===== src/include/ssar_pkg.sv =====
// Package: register map, field layout and reset values of the status bank
package ssar_pkg;

  // Register addresses on the serial register port
  localparam logic [5:0] ADDR_SHARED_THRESHOLD_AND_MATRIX_FLAGS = 6'h09;
  localparam logic [5:0] ADDR_ADC_RESULT_INPUTS_0_1 = 6'h0A;
  localparam logic [5:0] ADDR_ADC_RESULT_INPUTS_2_3 = 6'h0B;
  localparam logic [5:0] ADDR_ADC_RESULT_INPUTS_4_5 = 6'h0C;
  localparam logic [5:0] ADDR_ADC_RESULT_INPUTS_6_7 = 6'h0D;
  localparam logic [5:0] ADDR_ADC_RESULT_INPUTS_8_9 = 6'h0E;

  // Widths
  localparam int REG_W      = 24;
  localparam int ADC_W      = 10;
  localparam int ADDR_W     = 6;
  localparam int NUM_CMP    = 12;
  localparam int NUM_DRIVE  = 6;
  localparam int NUM_PAIRS  = 5;

  // Field positions in the combined flag register
  localparam int CMP_LSB    = 12;
  localparam int CMP_MSB    = 23;
  localparam int S15_LSB    = 6;
  localparam int S15_MSB    = 11;
  localparam int S14_LSB    = 0;
  localparam int S14_MSB    = 5;

  // Field positions in an ADC result register
  localparam int EVEN_LSB   = 0;
  localparam int EVEN_MSB   = 9;
  localparam int ODD_LSB    = 10;
  localparam int ODD_MSB    = 19;
  localparam int RSV_LSB    = 20;
  localparam int RSV_MSB    = 23;

  // Reset values
  localparam logic [23:0] RST_FLAGS  = 24'h000000;
  localparam logic [9:0]  RST_CODE   = 10'h000;
  localparam logic [5:0]  RST_SCAN   = 6'h00;
  localparam logic [3:0]  RSV_VALUE  = 4'h0;
  localparam logic [23:0] READ_UNMAPPED = 24'h000000;

  // Scan capture states
  typedef enum logic [0:0] {
    SSAR_SCAN_IDLE = 1'b0,
    SSAR_SCAN_HOLD = 1'b1
  } ssar_scan_t;

endpackage


===== src/include/ssar_pair_if.sv =====
// Interface: one ADC code pair travelling to its result register
`timescale 1ns/1ps
interface ssar_pair_if;
  logic       upd;       // Load strobe for this pair
  logic [9:0] code_even; // Even input code
  logic [9:0] code_odd;  // Odd input code
  logic [23:0] word;     // Packed register image

  modport src
  (
    output upd,
    output code_even,
    output code_odd,
    input  word
  );
  modport reg_side
  (
    input  upd,
    input  code_even,
    input  code_odd,
    output word
  );
endinterface


===== src/ssar_pair_reg.sv =====
// Module: one read-only ADC result register packing two codes
`timescale 1ns/1ps
module ssar_pair_reg
(
  input  wire logic       clk_sys,
  input  wire logic       rst,
  ssar_pair_if.reg_side   pair
);

  logic [9:0] even_ff; // Even input code held
  logic [9:0] odd_ff;  // Odd input code held

  // -----------------------------------------------------------------
  // Code capture
  // -----------------------------------------------------------------
  // Both halves load together so a read never mixes two conversions
  always_ff @(posedge clk_sys)
  begin
    if (rst)
    begin
      even_ff <= ssar_pkg::RST_CODE;
      odd_ff  <= ssar_pkg::RST_CODE;
    end
    else if (pair.upd)
    begin
      even_ff <= pair.code_even;
      odd_ff  <= pair.code_odd;
    end
  end

  // -----------------------------------------------------------------
  // Packing
  // -----------------------------------------------------------------
  // Reserved top nibble is a constant, never stored
  assign pair.word = {ssar_pkg::RSV_VALUE, odd_ff, even_ff};

endmodule


===== src/ssar_status_bank.sv =====
// Module: read-only switch status and ADC readback register bank
//
// Summary of operation
// - Bits 23..12 flag inputs 11..0 at/above threshold
// - Bits 11..6 flag input 15 per drive 9..4
// - Bits 5..0 flag input 14 per drive 9..4
// - Even input code in bits 9..0
// - Odd input code in bits 19..10
// - All fields read-only, zero after reset
// - Result registers at Ah..Eh, ascending pairs
// - Combined flags at 9h, scan updates matrix flags
`timescale 1ns/1ps
module ssar_status_bank
(
  input  wire logic        clk_sys,
  input  wire logic        rst,
  input  wire logic [9:0]  shared_threshold_level,
  input  wire logic [159:0] in_level,
  input  wire logic        cmp_upd,
  input  wire logic        scan_valid,
  input  wire logic [5:0]  scan_drive_onehot,
  input  wire logic        adc_upd,
  input  wire logic [99:0] adc_code,
  input  wire logic        rd_en,
  input  wire logic        wr_en,
  input  wire logic [5:0]  reg_addr,
  input  wire logic [23:0] wr_data,
  output logic      [23:0] rd_data,
  output logic             rd_valid,
  output logic             addr_err
);

  // -----------------------------------------------------------------
  // Storage
  // -----------------------------------------------------------------
  logic [11:0] cmp_ff;      // Shared-threshold flags, input 11..0
  logic [5:0]  s15_ff;      // Input 15 flags per drive 9..4
  logic [5:0]  s14_ff;      // Input 14 flags per drive 9..4
  logic [23:0] rd_data_ff;  // Read answer
  logic        rd_valid_ff; // Read answer valid
  logic        addr_err_ff; // Unmapped or write attempt
  logic [23:0] nxt_rd_data; // Decoded read word
  logic        nxt_hit;     // Address is mapped
  logic [23:0] flags_word;  // Combined flag register image
  logic [23:0] pair_word [5]; // ADC result images
  logic [11:0] nxt_cmp;     // Fresh comparison results
  logic [9:0]  lvl15;       // Input 15 level
  logic [9:0]  lvl14;       // Input 14 level
  logic        above15;     // Input 15 strictly above threshold
  logic        above14;     // Input 14 strictly above threshold
  ssar_pkg::ssar_scan_t scan_ff; // Scan capture state

  // -----------------------------------------------------------------
  // Shared threshold comparison
  // -----------------------------------------------------------------
  // Equal counts as above for the shared compare
  always_comb
  begin
    for (int i = 0; i < ssar_pkg::NUM_CMP; i++)
    begin
      nxt_cmp[i] = (in_level[i*10 +: 10] >= shared_threshold_level);
    end
  end

  // Latched only on cmp_upd so host reads see a stable snapshot
  always_ff @(posedge clk_sys)
  begin
    if (rst)
    begin
      cmp_ff <= ssar_pkg::RST_FLAGS[ssar_pkg::CMP_MSB:
                                    ssar_pkg::CMP_LSB];
    end
    else if (cmp_upd)
    begin
      cmp_ff <= nxt_cmp;
    end
  end

  // -----------------------------------------------------------------
  // Matrix scan capture
  // -----------------------------------------------------------------
  // Inputs 14 and 15 own slots 14 and 15, apart from inputs 10 and 11,
  // so a matrix step can never disturb the shared compare
  assign lvl14   = in_level[149:140];
  assign lvl15   = in_level[159:150];
  // Matrix flags use strictly above, unlike the shared compare
  assign above15 = (lvl15 > shared_threshold_level);
  assign above14 = (lvl14 > shared_threshold_level);

  // Scan state: hold marks that a drive step is being captured
  always_ff @(posedge clk_sys)
  begin
    if (rst)
    begin
      scan_ff <= ssar_pkg::SSAR_SCAN_IDLE;
    end
    else
    begin
      case (scan_ff)
        ssar_pkg::SSAR_SCAN_IDLE:
        begin
          if (scan_valid)
          begin
            scan_ff <= ssar_pkg::SSAR_SCAN_HOLD;
          end
        end
        ssar_pkg::SSAR_SCAN_HOLD:
        begin
          if (!scan_valid)
          begin
            scan_ff <= ssar_pkg::SSAR_SCAN_IDLE;
          end
        end
        default:
        begin
          scan_ff <= ssar_pkg::SSAR_SCAN_IDLE;
        end
      endcase
    end
  end

  // Each scan step updates only the bit of the grounded drive line;
  // bit k of the one-hot is drive line 4+k
  always_ff @(posedge clk_sys)
  begin
    if (rst)
    begin
      s15_ff <= ssar_pkg::RST_SCAN;
      s14_ff <= ssar_pkg::RST_SCAN;
    end
    else if (scan_valid)
    begin
      for (int k = 0; k < ssar_pkg::NUM_DRIVE; k++)
      begin
        if (scan_drive_onehot[k])
        begin
          s15_ff[k] <= above15;
          s14_ff[k] <= above14;
        end
      end
    end
  end

  // Combined flag register layout
  assign flags_word = {cmp_ff, s15_ff, s14_ff};

  // -----------------------------------------------------------------
  // ADC result registers
  // -----------------------------------------------------------------
  // Pair p holds inputs 2p and 2p+1
  genvar p;
  generate
    for (p = 0; p < ssar_pkg::NUM_PAIRS; p++)
    begin : g_pair
      ssar_pair_if pif ();
      assign pif.upd       = adc_upd;
      assign pif.code_even = adc_code[p*20 +: 10];
      assign pif.code_odd  = adc_code[p*20+10 +: 10];
      assign pair_word[p]  = pif.word;
      ssar_pair_reg u_pair
      (
        .clk_sys (clk_sys),
        .rst     (rst),
        .pair    (pif)
      );
    end
  endgenerate

  // -----------------------------------------------------------------
  // Read decode
  // -----------------------------------------------------------------
  // Unmapped addresses read as zero and raise addr_err
  always_comb
  begin
    nxt_hit     = 1'b1;
    nxt_rd_data = ssar_pkg::READ_UNMAPPED;
    case (reg_addr)
      ssar_pkg::ADDR_SHARED_THRESHOLD_AND_MATRIX_FLAGS:
      begin
        nxt_rd_data = flags_word;
      end
      ssar_pkg::ADDR_ADC_RESULT_INPUTS_0_1:
      begin
        nxt_rd_data = pair_word[0];
      end
      ssar_pkg::ADDR_ADC_RESULT_INPUTS_2_3:
      begin
        nxt_rd_data = pair_word[1];
      end
      ssar_pkg::ADDR_ADC_RESULT_INPUTS_4_5:
      begin
        nxt_rd_data = pair_word[2];
      end
      ssar_pkg::ADDR_ADC_RESULT_INPUTS_6_7:
      begin
        nxt_rd_data = pair_word[3];
      end
      ssar_pkg::ADDR_ADC_RESULT_INPUTS_8_9:
      begin
        nxt_rd_data = pair_word[4];
      end
      default:
      begin
        nxt_hit = 1'b0;
      end
    endcase
  end

  // -----------------------------------------------------------------
  // Read answer and write rejection
  // -----------------------------------------------------------------
  // Writes never reach storage; they only flag an error
  always_ff @(posedge clk_sys)
  begin
    if (rst)
    begin
      rd_data_ff  <= ssar_pkg::RST_FLAGS;
      rd_valid_ff <= 1'b0;
      addr_err_ff <= 1'b0;
    end
    else
    begin
      rd_valid_ff <= rd_en;
      addr_err_ff <= (rd_en && !nxt_hit) || wr_en;
      if (rd_en)
      begin
        rd_data_ff <= nxt_rd_data;
      end
    end
  end

  assign rd_data  = rd_data_ff;
  assign rd_valid = rd_valid_ff;
  assign addr_err = addr_err_ff;

  // wr_data and level slots 12, 13 are accepted but not used here
  logic unused_wr;
  assign unused_wr = ^{wr_data, in_level[139:120]};

endmodule


===== config.mk =====
export PLATFORM = sky130hd
export DESIGN_NAME = ssar_status_bank
export DESIGN_NICKNAME = d
export VERILOG_FILES = /design/src/include/ssar_pkg.sv /design/src/include/ssar_pair_if.sv /design/src/ssar_pair_reg.sv /design/src/ssar_status_bank.sv
export SDC_FILE = /design/constraint.sdc
export NUM_CORES = 1
export LEC_CHECK = 0
export BUFFER_PORTS_ARGS = -buffer_cell sky130_fd_sc_hd__clkbuf_2
export CAP_MARGIN = 10
export CORE_MARGIN = 5
export CORE_UTILIZATION = 45
export DETAILED_ROUTE_END_ITERATION = 10
export PLACE_DENSITY = 0.76
export SETUP_SLACK_MARGIN = 0.3
export SYNTH_ARGS = -nofsm -noshare
export SYNTH_HDL_FRONTEND = slang
export SYNTH_SLANG_ARGS = --single-unit
export TNS_END_PERCENT = 10

===== constraint.sdc =====
create_clock -name clk_sys -period 2.23 [get_ports clk_sys]
set_input_delay 0.446 -clock clk_sys [delete_from_list [all_inputs] [get_ports clk_sys]]
set_output_delay 0.446 -clock clk_sys [all_outputs]
set_load 0.005 [all_outputs]

==> results.json <==
{
  "outcome": "completed",
  "final_net_count": 1735,
  "synthDominantCellAreaShare": 0.327,
  "total_power_mw": 6.78,
  "drc": 0,
  "synthesis.nets": 1445,
  "clkSinkCount": 150,
  "area_growth_pct": 26.7,
  "wl_per_cell_um": 18.4,
  "core_area_mm2": 0.0202,
  "yosys_warnings": 0,
  "instances_no_fill": 1563,
  "wirelength_um": 28700,
  "io_buffers": 294,
  "r2r_cells": 5,
  "worstReg2RegStart": "g_pair[0].u_pair.odd_ff[2]$_SDFFE_PP0P_",
  "ctsHoldBuffers": 0,
  "clk_latency_ns": 0.42,
  "synthCells": 992,
  "r2r_setup_slack_ns": 1.01,
  "synth_ff_type": "dfxtp_1",
  "synth_top_cells_by_area": "dfxtp_1 33%, ha_1 19%, mux2i_1 11%, nor2_1 6.0%, a21oi_1 3.3%",
  "drive_gt1_frac": 0.303,
  "dp_slack_ns": 0.105,
  "cts_tree": "yes",
  "fp.dieH_um": 153,
  "max_freq_ghz": 0.588,
  "via_count": 8651,
  "first_pass_iters": 5,
  "finish.instance_area_mm2": 0.0116,
  "synth.largest_area_cell": "dfxtp_1",
  "startpoint_type": "input port",
  "path_class": "in -> reg",
  "grt_usage": 0.238,
  "post-route-period-util": 0.762,
  "drt_iter0_markers": 425,
  "setup_viol": 0,
  "setup_tns_ns": 0,
  "drv_slew": 0,
  "die-area_mm2": 0.0234,
  "drtAntennaViolNets": 0,
  "via_per_inst": 5.53,
  "finalHoldViolCount": 0,
  "p_leak_nw": 5.61,
  "ys_seq_area_frac": 0.327,
  "initial_core_util": 0.455,
  "hold_end": "addr_err$_SDFF_PP0_",
  "postCtsSetupRepairBufs": 0,
  "finClkSkew_ns": 0.00856,
  "synth_edf_count": 0,
  "endpoint_kind": "flop",
  "ioPinCount": 339,
  "placed_cells": 1533,
  "drv_cap": 0,
  "cts_root_buf": "clkbuf_16",
  "async_flop_share": 0,
  "period_needed_ns": 1.70,
  "worstPathMaxFanout": 22,
  "grt_setup_unrepaired": "no",
  "whs_path_depth": 2,
  "synthesis.area_mm2": 0.00918,
  "slew-limit-headroom": 0.561,
  "grt_pass1_vias": 8792,
  "grt_pass1_wl_um": 44900,
  "tightest_slew_ns": 0.658,
  "hold_class": "in -> reg",
  "yosys.cell_types.count": 42,
  "antenna_found_initial": 2,
  "irDropWorstVdd_uv": 463,
  "cts_htree_levels": 4,
  "std_cell_rows": 52,
  "fin_ws_ns": 0.531,
  "fin_hold_ws_ns": 0.252,
  "cts_resized": 0,
  "cts_buffer_depth": 2,
  "clkSlewWorstSetupHoldPaths_ns": 0.06,
  "syn_area_per_cell_um2": 9.26,
  "min-delay-start": "wr_en",
  "hpwl_um": 22400,
  "arrival_ns": 2.03,
  "finish.utilization": 0.577,
  "grt.overflow.total": 0,
  "r2r_end": "rd_data[12]$_SDFFE_PP0P_",
  "cts_buffers": 17,
  "die_x_um": 153,
  "dpl-instance-area_mm2": 0.0111,
  "gp_congestion": 0.869,
  "p_per_area_mw_per_mm2": 583,
  "cp.required_ns": 2.56,
  "ys_seq_elements": 150,
  "grt_max_degree": 131
}
-- flip-flops by register name, summed over array words and instances (netlist names) --
| register | cells |
|---|---|
| addr_err | 1 |
| g_pair.u_pair.even_ff | 50 |
| g_pair.u_pair.odd_ff | 50 |
| s15_ff | 6 |
| s14_ff | 6 |
| rd_data | 24 |
| rd_valid | 1 |
| cmp_ff | 12 |
-- logic make-up after synthesis --
family | synth area share
simple gates | 0.155
compound gates | 0.178
flops | 0.327
mux | 0.109
buf+inv | 0.0398
fa+ha+maj | 0.191
-- where the power goes --
part	leakage (nW)	switching (mW)	internal, mW	total (mW)
combinational	4.13	0.694	0.634	1.33
sequential	1.24	0.0944	2.84	2.93
clock	0.237	1.12	1.40	2.52
total	5.61	1.91	4.87	6.78
-- cell type report --
cell class / instances / area, um^2
Sequential cell: 150 / 3000
Inverter: 32 / 128
Clock inverter: 9 / 60.1
Antenna cell: 1 / 2.50
Multi-Input combinational cell: 753 / 5840
Fill cell: 1809 / 8540
Clock buffer: 20 / 437
Tap cell: 270 / 338
Timing Repair Buffer: 328 / 1820
-- worst max path at each step --
stage,slack (ns),depth (start not counted),to,start
2_1_floorplan,0.31,6,s15_ff[0]$_SDFFE_PP0P_,shared_threshold_level[5]
3_3_place_gp,0.12,7,s14_ff[3]$_SDFFE_PP0P_,shared_threshold_level[5]
3_5_place_dp,0.11,7,s14_ff[3]$_SDFFE_PP0P_,shared_threshold_level[5]
4_1_cts,0.55,7,s14_ff[3]$_SDFFE_PP0P_,shared_threshold_level[5]
5_1_grt,0.42,7,s14_ff[3]$_SDFFE_PP0P_,shared_threshold_level[5]
6_report,0.53,6,rd_data[1]$_SDFFE_PP0P_,reg_addr[2]
-- critical path, stage by stage --
cell	delay (ns)
clkbuf_2	0.11
or4b_4	0.72
nor2_8	0.19
buf_12	0.18
a221oi_1	0.12
a211oi_1	0.25
-- cells in the final DEF (no fill, tap or decap), drive strengths merged, types with 2 or more instances in the layout --
master,synthesis,layout
a211oi,38,38
nor3,8,8
clkinvlp,0,5
nand2,20,20
ha,140,140
clkinv,0,6
o31a,2,2
a2111oi,2,2
a311oi,6,6
mux2i,100,100
o311a,5,5
nand2b,21,21
nor2b,5,5
and4,2,2
o21ai,33,33
dfxtp,150,150
a21o,14,14
nand3b,19,19
a21oi,60,60
o2111ai,7,7
a22oi,2,2
clkbuf,38,312
inv,32,30
a221oi,38,38
a22o,8,8
nand4,15,15
nor2,148,148
nand3,56,56
buf,19,36
-- routing by layer --
metal / vias up / global-route usage / routed length, um / share of wire
li1: 4266 / - / - / -
met1: 4035 / 0.297 / 12200 / 0.43
met2: 283 / 0.393 / 13700 / 0.48
met3: 65 / 0.0540 / 1780 / 0.062
met4: 2 / 0.105 / 1010 / 0.035
met5: - / 0 / 13 / 0.00045
-- synthesized netlist by cell type (2+ instances only) --
master / count
inv_2: 2
nor2_1: 146
a2111oi_2: 2
o2111ai_1: 7
clkbuf_1: 38
nand3_1: 56
o21ai_0: 9
buf_1: 6
o311a_1: 5
mux2i_1: 100
buf_6: 2
nor2b_1: 5
a211oi_1: 23
a211oi_2: 15
nand2_1: 20
nand3b_1: 19
dfxtp_1: 150
a21o_1: 14
a22oi_1: 2
inv_1: 30
and4_1: 2
a311oi_1: 5
nand4_1: 15
o31a_1: 2
o21ai_1: 24
a22o_1: 8
nor3_1: 8
buf_2: 10
ha_1: 140
a221oi_2: 10
a221oi_1: 28
nand2b_1: 20
a21oi_1: 60
(Power assumes the default switching activity.)
